### src/verilog/irq_pkg.sv
package irq_pkg;

	// ========================================================================
	// Register map of the interrupt controller.
	// ========================================================================
	localparam logic [15:0] ADDR_TIMER_CONTROL_REG = 16'h0088;
	localparam logic [15:0] ADDR_EXT_IRQ_FLAGS = 16'h0091;
	localparam logic [15:0] ADDR_UART1_FLAGS = 16'h0098;
	localparam logic [15:0] ADDR_IRQ_ENABLE_BASE = 16'h00a8;
	localparam logic [15:0] ADDR_IRQ_PRIORITY_BASE = 16'h00b8;
	localparam logic [15:0] ADDR_TIMER2_FLAGS = 16'h00c8;
	localparam logic [15:0] ADDR_IRQ_ENABLE_EXTENDED = 16'h00e8;
	localparam logic [15:0] ADDR_IRQ_PRIORITY_EXTENDED = 16'h00f8;
	localparam logic [15:0] ADDR_EXT_IRQ_CLOCK_GATE = 16'h2d01;
	localparam logic [15:0] ADDR_PIN_MODE = 16'h2d02;
	// Group g has its event enables at base + 2g and its flags at base + 2g + 1.
	localparam logic [15:0] ADDR_GROUP_BASE = 16'h2d10;

	// ========================================================================
	// Field positions.
	// ========================================================================
	localparam int GLOBAL_IRQ_ENABLE_BIT = 7;
	localparam int PIN0_MODE_BIT = 0;
	localparam int PIN0_FLAG_BIT = 1;
	localparam int PIN1_MODE_BIT = 2;
	localparam int PIN1_FLAG_BIT = 3;
	localparam int TIMER0_FLAG_BIT = 5;
	localparam int TIMER1_FLAG_BIT = 7;
	localparam int TIMER2_FLAG_BIT = 7;
	localparam int UART1_RX_FLAG_BIT = 0;
	localparam int UART1_TX_FLAG_BIT = 1;
	localparam int EXT_FLAG_LSB = 4;

	// ========================================================================
	// Sizes, reset values and vector layout.
	// ========================================================================
	localparam int NUM_GROUPS = 4;
	localparam int NUM_IRQS = 12;
	localparam int NUM_PINS = 4;
	localparam int NUM_GROUP_EVENTS = 30;
	localparam logic [7:0] RESET_BYTE = 8'h00;
	localparam logic [7:0] GATE_RESET = 8'h0f;
	localparam logic [3:0] PIN_IDLE = 4'hf;
	localparam logic [2:0] VECTOR_LOW_BITS = 3'h3;

	typedef struct packed {
		logic valid;
		logic tier;
		logic [3:0] number;
		logic [7:0] vector;
	} irq_req_t;

endpackage

### src/verilog/ext_irq_group.sv
`timescale 1ns/1ps

module ext_irq_group (
	input wire logic clk_sys_in,
	input wire logic rst_in,
	input wire logic [7:0] event_in,
	input wire logic gate_open_in,
	input wire logic wr_enable_in,
	input wire logic wr_flag_in,
	input wire logic [7:0] wdata_in,
	output logic [7:0] enable_out,
	output logic [7:0] flag_out,
	output logic req_out
);

	logic [7:0] enable_q;
	logic [7:0] enable_d;
	logic [7:0] flag_q;
	logic [7:0] flag_d;

	always_comb begin
		enable_d = wr_enable_in ? wdata_in : enable_q;
		flag_d = wr_flag_in ? wdata_in : flag_q;
		// A gated group captures no new events; an arriving event beats a clear.
		if (gate_open_in) begin
			flag_d = flag_d | event_in;
		end
	end

	always_ff @(posedge clk_sys_in) begin
		if (rst_in) begin
			enable_q <= irq_pkg::RESET_BYTE;
			flag_q <= irq_pkg::RESET_BYTE;
		end else begin
			enable_q <= enable_d;
			flag_q <= flag_d;
		end
	end

	assign enable_out = enable_q;
	assign flag_out = flag_q;
	assign req_out = |(enable_q & flag_q);

endmodule

### src/verilog/irq_controller.sv
`timescale 1ns/1ps

// Operation
// - Any system reset cause returns every controller register to default.
// - Runs only on its own domain clock, halted in sleep states.
// - Each extended interrupt group is gated independently by register 0x2D01.
// - Accepts 39 distinct events from pins and peripherals.
// - Four pin inputs, each on low level or falling edge.
// - Several peripheral events share one extended interrupt and vector.
// - Extended request needs global, own and event enables plus both flags.
// - Two tiers set at 0xB8 and 0xF8; tier 1 beats tier 0.
// - Within a tier the lowest polling number is served first.
// - Only a higher tier preempts; return resumes the interrupted service.
// - Pin interrupt 0 vectors to 03h, enable bit 0, flag in timer control.
module irq_controller (
	input wire logic clk_sys_in,
	input wire logic rst_in,
	input wire logic power_on_brownout_reset_in,
	input wire logic external_reset_pin_in,
	input wire logic watchdog_timer_reset_in,
	input wire logic power_recovery_in,
	input wire logic wakeup_in,
	input wire logic debug_event_in,
	input wire logic [3:0] ext_pin_n_in,
	input wire logic timer0_overflow_in,
	input wire logic timer1_overflow_in,
	input wire logic timer2_event_in,
	input wire logic uart1_rx_in,
	input wire logic uart1_tx_in,
	input wire logic [29:0] group_event_in,
	input wire logic [15:0] sfr_addr_in,
	input wire logic [7:0] sfr_wdata_in,
	input wire logic sfr_wr_in,
	input wire logic irq_ack_in,
	input wire logic irq_return_in,
	output logic [7:0] sfr_rdata_out,
	output irq_pkg::irq_req_t irq_req_out,
	output logic [1:0] in_service_out
);

	// ========================================================================
	// Reset and state.
	// ========================================================================
	logic reset_all;
	logic [7:0] ie_q, ie_d, eie_q, eie_d, pri_base_q, pri_base_d;
	logic [7:0] pri_ext_q, pri_ext_d;
	logic [7:0] tctl_q, tctl_d, exif_q, exif_d, t2_q, t2_d;
	logic [7:0] uart1_q, uart1_d, gate_q, gate_d, pin_mode_q, pin_mode_d;
	logic [7:0] rdata_q, rdata_d;
	logic [3:0] pin_prev_q;
	logic [1:0] in_service_q, in_service_d;
	irq_pkg::irq_req_t req_q, req_d;

	// The clock port is the controller's own domain clock.
	assign reset_all = rst_in | power_on_brownout_reset_in
		| external_reset_pin_in | watchdog_timer_reset_in
		| power_recovery_in | wakeup_in | debug_event_in;

	// ========================================================================
	// Pin event detection.
	// ========================================================================
	logic [3:0] pin_edge_mode, pin_event;
	always_comb begin
		pin_edge_mode = {pin_mode_q[3:2],
			tctl_q[irq_pkg::PIN1_MODE_BIT], tctl_q[irq_pkg::PIN0_MODE_BIT]};
		// Edge mode catches a falling edge; level mode follows a low pin.
		pin_event = (pin_edge_mode & pin_prev_q & ~ext_pin_n_in)
			| (~pin_edge_mode & ~ext_pin_n_in);
	end

	// ========================================================================
	// Extended interrupt groups.
	// ========================================================================
	logic [31:0] grp_events;
	logic [3:0] grp_req;
	logic [7:0] grp_en [irq_pkg::NUM_GROUPS];
	logic [7:0] grp_flag [irq_pkg::NUM_GROUPS];
	// Pins 2 and 3 join the last group: 2 + 5 + 30 + 2 = 39 events.
	assign grp_events = {pin_event[3:2], group_event_in};

	genvar g;
	generate
		for (g = 0; g < irq_pkg::NUM_GROUPS; g++) begin : gen_group
			ext_irq_group u_group (
				.clk_sys_in(clk_sys_in),
				.rst_in(reset_all),
				.event_in(grp_events[8*g +: 8]),
				.gate_open_in(gate_q[g]),
				.wr_enable_in(sfr_wr_in
					&& sfr_addr_in == irq_pkg::ADDR_GROUP_BASE + 16'(2*g)),
				.wr_flag_in(sfr_wr_in
					&& sfr_addr_in == irq_pkg::ADDR_GROUP_BASE + 16'(2*g+1)),
				.wdata_in(sfr_wdata_in),
				.enable_out(grp_en[g]),
				.flag_out(grp_flag[g]),
				.req_out(grp_req[g])
			);
		end
	endgenerate

	// ========================================================================
	// Register writes and hardware flag updates.
	// ========================================================================
	logic ack_take;
	assign ack_take = irq_ack_in & req_q.valid;

	function automatic logic [7:0] wr_val(input logic [15:0] a,
		input logic [7:0] q);
		wr_val = (sfr_wr_in && sfr_addr_in == a) ? sfr_wdata_in : q;
	endfunction

	always_comb begin
		ie_d = wr_val(irq_pkg::ADDR_IRQ_ENABLE_BASE, ie_q);
		eie_d = wr_val(irq_pkg::ADDR_IRQ_ENABLE_EXTENDED, eie_q);
		pri_base_d = wr_val(irq_pkg::ADDR_IRQ_PRIORITY_BASE,
			pri_base_q);
		pri_ext_d = wr_val(irq_pkg::ADDR_IRQ_PRIORITY_EXTENDED,
			pri_ext_q);
		gate_d = wr_val(irq_pkg::ADDR_EXT_IRQ_CLOCK_GATE, gate_q);
		pin_mode_d = wr_val(irq_pkg::ADDR_PIN_MODE, pin_mode_q);
		tctl_d = wr_val(irq_pkg::ADDR_TIMER_CONTROL_REG, tctl_q);
		t2_d = wr_val(irq_pkg::ADDR_TIMER2_FLAGS, t2_q);
		uart1_d = wr_val(irq_pkg::ADDR_UART1_FLAGS, uart1_q);
		exif_d = wr_val(irq_pkg::ADDR_EXT_IRQ_FLAGS, exif_q);
		// Edge-type flags clear when their vector is taken.
		if (ack_take) begin
			case (req_q.number)
				4'h0: tctl_d[irq_pkg::PIN0_FLAG_BIT] = 1'b0;
				4'h1: tctl_d[irq_pkg::TIMER0_FLAG_BIT] = 1'b0;
				4'h2: tctl_d[irq_pkg::PIN1_FLAG_BIT] = 1'b0;
				4'h3: tctl_d[irq_pkg::TIMER1_FLAG_BIT] = 1'b0;
				default: ;
			endcase
		end
		// Hardware sets win over software or acknowledge clears.
		tctl_d[irq_pkg::PIN0_FLAG_BIT] = pin_edge_mode[0]
			? (tctl_d[irq_pkg::PIN0_FLAG_BIT] | pin_event[0])
			: pin_event[0];
		tctl_d[irq_pkg::PIN1_FLAG_BIT] = pin_edge_mode[1]
			? (tctl_d[irq_pkg::PIN1_FLAG_BIT] | pin_event[1])
			: pin_event[1];
		tctl_d[irq_pkg::TIMER0_FLAG_BIT] = tctl_d[irq_pkg::TIMER0_FLAG_BIT]
			| timer0_overflow_in;
		tctl_d[irq_pkg::TIMER1_FLAG_BIT] = tctl_d[irq_pkg::TIMER1_FLAG_BIT]
			| timer1_overflow_in;
		t2_d[irq_pkg::TIMER2_FLAG_BIT] = t2_d[irq_pkg::TIMER2_FLAG_BIT]
			| timer2_event_in;
		uart1_d[irq_pkg::UART1_RX_FLAG_BIT] =
			uart1_d[irq_pkg::UART1_RX_FLAG_BIT] | uart1_rx_in;
		uart1_d[irq_pkg::UART1_TX_FLAG_BIT] =
			uart1_d[irq_pkg::UART1_TX_FLAG_BIT] | uart1_tx_in;
		// The extended flag re-sets while any enabled event flag remains.
		exif_d[irq_pkg::EXT_FLAG_LSB +: 4] =
			exif_d[irq_pkg::EXT_FLAG_LSB +: 4] | grp_req;
	end

	// ========================================================================
	// Priority resolution and nesting.
	// ========================================================================
	logic [11:0] pend, tier;
	logic [3:0] sel1, sel0;
	logic any1, any0;

	always_comb begin
		// Polling order is ascending interrupt number; 4 and 6 are reserved.
		pend = {eie_q[3:0] & exif_q[irq_pkg::EXT_FLAG_LSB +: 4] & grp_req,
			ie_q[6] & (|uart1_q[1:0]), 1'b0,
			ie_q[5] & t2_q[irq_pkg::TIMER2_FLAG_BIT], 1'b0,
			ie_q[3] & tctl_q[irq_pkg::TIMER1_FLAG_BIT],
			ie_q[2] & tctl_q[irq_pkg::PIN1_FLAG_BIT],
			ie_q[1] & tctl_q[irq_pkg::TIMER0_FLAG_BIT],
			ie_q[0] & tctl_q[irq_pkg::PIN0_FLAG_BIT]};
		pend = pend & {12{ie_q[irq_pkg::GLOBAL_IRQ_ENABLE_BIT]}};
		tier = {pri_ext_q[3:0], pri_base_q[6], 1'b0, pri_base_q[5], 1'b0,
			pri_base_q[3:0]};
		sel1 = 4'h0;
		sel0 = 4'h0;
		any1 = 1'b0;
		any0 = 1'b0;
		for (int i = irq_pkg::NUM_IRQS - 1; i >= 0; i--) begin
			if (pend[i] && tier[i]) begin
				sel1 = 4'(i);
				any1 = 1'b1;
			end
			if (pend[i] && !tier[i]) begin
				sel0 = 4'(i);
				any0 = 1'b1;
			end
		end
		in_service_d = in_service_q;
		if (irq_return_in) begin
			// Return closes the innermost service and resumes the outer.
			if (in_service_q[1]) begin
				in_service_d[1] = 1'b0;
			end else begin
				in_service_d[0] = 1'b0;
			end
		end
		if (ack_take) begin
			in_service_d[req_q.tier] = 1'b1;
		end
		req_d = '0;
		if (!ack_take) begin
			if (any1 && !in_service_q[1]) begin
				req_d.valid = 1'b1;
				req_d.tier = 1'b1;
				req_d.number = sel1;
			end else if (any0 && in_service_q == 2'b00) begin
				req_d.valid = 1'b1;
				req_d.number = sel0;
			end
		end
		req_d.vector = {1'b0, req_d.number, irq_pkg::VECTOR_LOW_BITS};
	end

	// ========================================================================
	// Read port: every flag and enable is visible for polling.
	// ========================================================================
	always_comb begin
		rdata_d = irq_pkg::RESET_BYTE;
		case (sfr_addr_in)
			irq_pkg::ADDR_IRQ_ENABLE_BASE: rdata_d = ie_q;
			irq_pkg::ADDR_IRQ_ENABLE_EXTENDED: rdata_d = eie_q;
			irq_pkg::ADDR_IRQ_PRIORITY_BASE: rdata_d = pri_base_q;
			irq_pkg::ADDR_IRQ_PRIORITY_EXTENDED: rdata_d = pri_ext_q;
			irq_pkg::ADDR_EXT_IRQ_CLOCK_GATE: rdata_d = gate_q;
			irq_pkg::ADDR_PIN_MODE: rdata_d = pin_mode_q;
			irq_pkg::ADDR_TIMER_CONTROL_REG: rdata_d = tctl_q;
			irq_pkg::ADDR_TIMER2_FLAGS: rdata_d = t2_q;
			irq_pkg::ADDR_UART1_FLAGS: rdata_d = uart1_q;
			irq_pkg::ADDR_EXT_IRQ_FLAGS: rdata_d = exif_q;
			default: begin
				for (int k = 0; k < irq_pkg::NUM_GROUPS; k++) begin
					if (sfr_addr_in == irq_pkg::ADDR_GROUP_BASE + 16'(2*k)) begin
						rdata_d = grp_en[k];
					end
					if (sfr_addr_in == irq_pkg::ADDR_GROUP_BASE
						+ 16'(2*k+1)) begin
						rdata_d = grp_flag[k];
					end
				end
			end
		endcase
	end

	// ========================================================================
	// State registers.
	// ========================================================================
	always_ff @(posedge clk_sys_in) begin
		if (reset_all) begin
			ie_q <= irq_pkg::RESET_BYTE;
			eie_q <= irq_pkg::RESET_BYTE;
			pri_base_q <= irq_pkg::RESET_BYTE;
			pri_ext_q <= irq_pkg::RESET_BYTE;
			tctl_q <= irq_pkg::RESET_BYTE;
			exif_q <= irq_pkg::RESET_BYTE;
			t2_q <= irq_pkg::RESET_BYTE;
			uart1_q <= irq_pkg::RESET_BYTE;
			gate_q <= irq_pkg::GATE_RESET;
			pin_mode_q <= irq_pkg::RESET_BYTE;
			rdata_q <= irq_pkg::RESET_BYTE;
			pin_prev_q <= irq_pkg::PIN_IDLE;
			in_service_q <= 2'h0;
			req_q <= '0;
		end else begin
			ie_q <= ie_d;
			eie_q <= eie_d;
			pri_base_q <= pri_base_d;
			pri_ext_q <= pri_ext_d;
			tctl_q <= tctl_d;
			exif_q <= exif_d;
			t2_q <= t2_d;
			uart1_q <= uart1_d;
			gate_q <= gate_d;
			pin_mode_q <= pin_mode_d;
			rdata_q <= rdata_d;
			pin_prev_q <= ext_pin_n_in;
			in_service_q <= in_service_d;
			req_q <= req_d;
		end
	end

	assign sfr_rdata_out = rdata_q;
	assign irq_req_out = req_q;
	assign in_service_out = in_service_q;

endmodule

### config.mk
export PLATFORM = sky130hd
export DESIGN_NAME = irq_controller
export DESIGN_NICKNAME = d
export VERILOG_FILES = /design/src/verilog/irq_pkg.sv /design/src/verilog/ext_irq_group.sv /design/src/verilog/irq_controller.sv
export SDC_FILE = /design/constraint.sdc
export NUM_CORES = 1
export LEC_CHECK = 0
export BUFFER_PORTS_ARGS = -buffer_cell sky130_fd_sc_hd__buf_2
export CORE_UTILIZATION = 45
export CTS_CLUSTER_SIZE = 12
export DETAILED_ROUTE_END_ITERATION = 6
export RECOVER_POWER = 25
export SLEW_MARGIN = 30
export SYNTH_ARGS = -nofsm -noshare
export SYNTH_HDL_FRONTEND = slang
export SYNTH_SLANG_ARGS = --single-unit
### constraint.sdc
create_clock -name clk_sys_in -period 3 [get_ports clk_sys_in]
set_input_delay 0.15 -clock clk_sys_in [delete_from_list [all_inputs] [get_ports clk_sys_in]]
set_output_delay 0.15 -clock clk_sys_in [all_outputs]
set_load 0.005 [all_outputs]
After elaboration in Yosys (flattened, before gate mapping). Cells that the tools add are included.

Order comparisons: 2. Eq/ne operators: 21. Mux-type cells: 87. Bitwise gates (word level): 39. Reductions and logical operators: 60.

Operator list (number): 16-bit by 14-bit equality test with 1-bit output (second input constant) (10); 8-bit two-way mux (19); 16-bit by 8-bit equality test with 1-bit output (second input constant) (8); 4-bit two-way mux (25); 8-bit one-hot mux with 10 select lines (1); 1-bit logical AND (41); 1-bit two-way mux (37); 8-bit bitwise AND (4); 8-bit OR (4); 8-bit OR reduction (4); 4-bit bitwise AND (5); 1-bit OR (13); 12-bit bitwise AND (1); 1-bit logical NOT (11); 4-bit by 2-bit equality test with 1-bit output (second input constant) (2); 2-bit two-way mux (4); 4-bit inverter (2); 4-bit OR (2); 1-bit bitwise AND (7); 4-bit by 1-bit equality test with 1-bit output (second input constant) (1); 4-bit logical NOT (1); 2-bit OR reduction (2); 2-bit logical NOT (1); 1-bit by 2-bit < comparator with 1-bit output (second input constant) (1); other kinds (3) (3).

Register bits after elaboration: 168. Bits of input ports: 74. Output and inout port bits: 24. Word-level logic and storage cells: 238.

Depth between registers and ports, before layout.
Word-level depth: 21. Mapped depth: 9. Depth with buffers taken out: 7.

By module. A second synthesis with hierarchy kept.

Cells, all modules: 973. Area total of the unflattened synthesis: 8196.6 µm².

Modules (own cells, without submodules): irq_controller (instances 1, cells an instance 709, area each 5599.1 µm², sequential area each 2021.9 µm²); ext_irq_group (instances 4, cells an instance 66, area each 649.4 µm², sequential area each 320.3 µm²).

Least setup slack after synthesis. Ideal clock, no wire load.

Path type: input to register. From: input port sfr_addr_in[12]. To: register gate_q[0]. Setup time: 137 ps. Arrival: 2025 ps. Data required time: 2863 ps. Setup slack: 839 ps. Stages: 8. Path buffers: 2. Cell sequence: or4_4 > or3_1 > buf_6 > nor2_2 > buf_2 > nand2_1 > nand2_1 > nand3_1.

Cells in the longest elaborated chain, start to end: 2.

Ends and longest elaborated chain: from (decl) (RTL line irq_controller.sv:31) `input wire logic [15:0] sfr_addr_in,`; 16-bit by 14-bit equality test with 1-bit output (RTL line irq_controller.sv:109) `wr_val = (sfr_wr_in && sfr_addr_in == a) ? sfr_wdata_in : q;`; 1-bit logical AND (RTL line irq_controller.sv:109); to (signal assigned) (RTL line irq_controller.sv:259) `gate_q <= irq_pkg::GATE_RESET;`; to (signal assigned) (RTL line irq_controller.sv:274) `gate_q <= gate_d;`; to (decl) (RTL line irq_controller.sv:48) `logic [7:0] uart1_q, uart1_d, gate_q, gate_d, pin_mode_q, pin_mode_d;`.

Every way passes these cells. A chain may end at the register's enable or synchronous reset.

Worst setup path after layout.
From: input port watchdog_timer_reset_in. To: register rdata_q[6] (netlist: sfr_rdata_out[6]).

Cells in the longest elaborated chain, start to end: 4.

Ends and longest elaborated chain: from (decl) (RTL line irq_controller.sv:20) `input wire logic watchdog_timer_reset_in,`; 1-bit OR (RTL line irq_controller.sv:56) `| external_reset_pin_in | watchdog_timer_reset_in`; 1-bit OR (3 in a row) (RTL line irq_controller.sv:57) `| power_recovery_in | wakeup_in | debug_event_in;`; to (signal assigned) (RTL line irq_controller.sv:261) `rdata_q <= irq_pkg::RESET_BYTE;`; to (signal assigned) (RTL line irq_controller.sv:276) `rdata_q <= rdata_d;`; to (decl) (RTL line irq_controller.sv:49) `logic [7:0] rdata_q, rdata_d;`.

Every way passes these cells.

==> reports/qor.yml <==
synthesis:
  synthArstFlopShare_pct: 0
  synthFlopType: "dfxtp_1"
  synthCells: 1026
  seq_area_frac_synth_pct: 40.8
  synth_warnings: 0
  avgSynthCellArea_sq_um: 7.89
  synth-edff-count: 0
  syn-cell-area_sq_um: 8090
  yosys.area.top_type_share_pct: 40.8
  synth_area_leaders: "dfxtp_1, nand2_1, mux2i_1"
  synth_cell_types: 56
  yosys.area.top_type: "dfxtp_1"
  ys_seq_elements: 165
timing:
  report.final.slew_viol_count: 122
  worstMarginPinSlew_ns: 2.13
  setup_viol: 0
  whs_ns: 0.00867
  fin_crit_sh_pct: 84.5
  post-route-min-period_ns: 2.54
  setup_ws_ns: 0.465
  setup_tns_ns: 0
  rsz0062_at_grt: "false"
  final_hold_viol_count: 0
  fin_skew_ns: 0.0121
  max_freq_mhz: 394
  slew_headroom_pct: -41.9
cts:
  path_clk_slew_ns: 0.06
  cts_buffers: 17
  cts_root_buf: "clkbuf_16"
  cts_tree: "built"
  clock_tree.buffer_depth: 2
  insertion_delay_ns: 0.44
  postCtsSetupBuffers: 0
  h-tree-depth: 4
  cts.sinks: 165
critical_path:
  critPathMaxStageDelay_ns: 1.51
  path_class: "primary input to flop"
  crit_path_start_kind: "primary input"
  cp_max_fo: 47
  cp_common_cell: "clkbuf_1"
  worstSetupEndpointType: "flop"
  crit_chain: "buf_2 > nor4_1 > nand2_4 > clkbuf_1 > inv_1 > clkbuf_1 > o2111ai_1 > o21ai_2"
  critPathRequiredTime_ns: 3.27
  worstPathArrival_ns: 2.81
  crit_buf_inv: 4
  critPathTopFamily: "buffers and inverters"
  crit_path_top_delay_cell: "clkbuf_1"
status:
  violations: "capacitance limit, slew limit"
  outcome: "complete, but fails checks"
routing:
  antenna_left: 0
  vias: 8125
  viasPerCell: 5.96
  drtPass1Iterations: 6
  drc: 0
  wl_per_cell_microns: 20.0
  drt-initial-drc-count: 1000
  wl_microns: 27300
floorplan:
  pin_count: 98
  die-width_microns: 136
  row_count: 48
  die-area_sq_um: 18500
  core_sq_um: 17400
  start_util_pct: 46.5
  die_h_microns: 136
placed_design:
  dp.cells: 1291
  port-buffer-count: 95
  gp_congestion: 0.913
  dp_hpwl_microns: 18600
  place_ws_ns: 0.390
  place_area_sq_um: 8700
cells_and_area:
  layoutNonFillerInstCount: 1363
  fin_nets: 1199
  diodes: 0
  final_core_util_pct: 55.6
  syn_to_final_growth_pct: 19.6
  drive_above_1_share_pct: 14.9
  n_fill_cell: 1679
  final_cell_area_sq_um: 9680
power_and_ir_drop:
  vdd_drop_max_mv: 0.381
  powerDensity_nw_per_um2: 484
  power_mw: 4.68
  p_leak_nw: 3.58
grt:
  grt_max_degree: 74
  grt_first_pass_wirelength_microns: 42000
  antenna_found_initial: 0
  grt_pass1_vias: 7440
  overflow: 0
  grt.total_usage_pct: 30.5
worst_hold_path:
  holdCritPathClass: "primary input to flop"
flow_run:
  drv_cap: 2
-- repair_timing --
action,4_1_cts,5_1_grt
resized for setup,0,0
hold buffers,40,0
endpoints found under the hold margin,41,0
-- power breakdown --
group          leakage, nW  total (mW)  internal [mW]  switching [mW]
combinational         1.97       0.255          0.102           0.152
clock                0.288        2.23           1.30           0.933
sequential            1.33        2.19           2.19         0.00199
total                 3.58        4.68           3.59            1.09
-- registers in the layout (all words and copies together) (netlist names), 8 cells and up --
signal,flops
ie_q,8
pri_base_q,8
exif_q,8
uart1_q,8
tctl_q,8
pin_mode_q,8
gate_q,8
eie_q,8
sfr_rdata_out,8
gen_group.u_group.enable_out,32
t2_q,8
gen_group.u_group.flag_out,32
pri_ext_q,8
-- metal layers --
layer	track usage (%)	routed length (microns)	up-vias
li1	-	-	3848
met1	39.2	11800	3821
met2	48.3	12500	395
met3	6.38	2010	61
met4	15.2	1050	0
met5	0	0	-
-- logic make-up after synthesis --
group	count (synthesis)	share of synthesized area [%]
AOI/OAI and AO/OA	227	17.9
and+or+nand+nor	467	26.8
other	1	0.0463
DFF	165	40.8
buffers and inverters	101	5.33
muxes	65	9.08
-- cells in the mapped netlist (all sizes together) (6+ instances only) --
cell	count
o22ai	7
mux2i	52
nand4	6
o21ai	20
mux4	6
and3	10
mux2	7
a22oi	25
buf	26
nor4	13
nor2	74
a221oi	11
nand2	231
nand3b	8
a21oi	80
dfxtp	165
and4	7
and2	8
nor3	25
nand3	56
nand2b	9
clkbuf	55
inv	20
a31oi	49
-- final cells by class --
| type | instances | area, sq um | area share [%] |
|---|---|---|---|
| Inverter | 20 | 75.1 | 0.776 |
| Multi-Input combinational cell | 761 | 4370 | 45.2 |
| Timing Repair Buffer | 160 | 1050 | 10.9 |
| Tap cell | 225 | 282 | 2.91 |
| Sequential cell | 165 | 3300 | 34.1 |
| Clock inverter | 10 | 120 | 1.24 |
| Clock buffer | 22 | 474 | 4.90 |
-- placed cells by master, fill, tap and decap left out, drive strengths merged, types with 4 or more instances in the layout --
cell         count
and3            10
nand3           56
a22oi           25
and2             8
nor3b            5
a31oi           49
inv             23
o21ai           20
a222oi           5
a221oi          11
nand2          231
mux4             6
nor4            13
nor2            74
mux2             7
a32oi            4
clkbuf          32
nor2b            4
dfxtp          165
buf            110
o211ai           5
nand4            6
and4             7
nand3b           8
dlygate4sd3     40
mux2i           52
a21oi           80
nor3            25
o22ai            7
nand2b           9
-- tightest hold or removal path: cells and delay by family --
kind,cells,cell delay [ns]
AND/OR/NAND/NOR,1,0.07
buffers and inverters,2,0.14
AO/OA/AOI/OAI,1,0.05
-- final timing paths --
| kind | start | slack (ns) | endpoint | cells after the start |
|---|---|---|---|---|
| worst max-delay path | watchdog_timer_reset_in | 0.46 | sfr_rdata_out[6] | 8 |
| worst min-delay path | irq_return_in | 0.009 | in_service_out[1] | 4 |
| worst max register to register | ie_q[7] | 0.64 | irq_req_out[4] | 6 |
| worst min register to register | exif_q[0] | 0.45 | exif_q[0] | 2 |
Power figures use the tool's default switching activity.
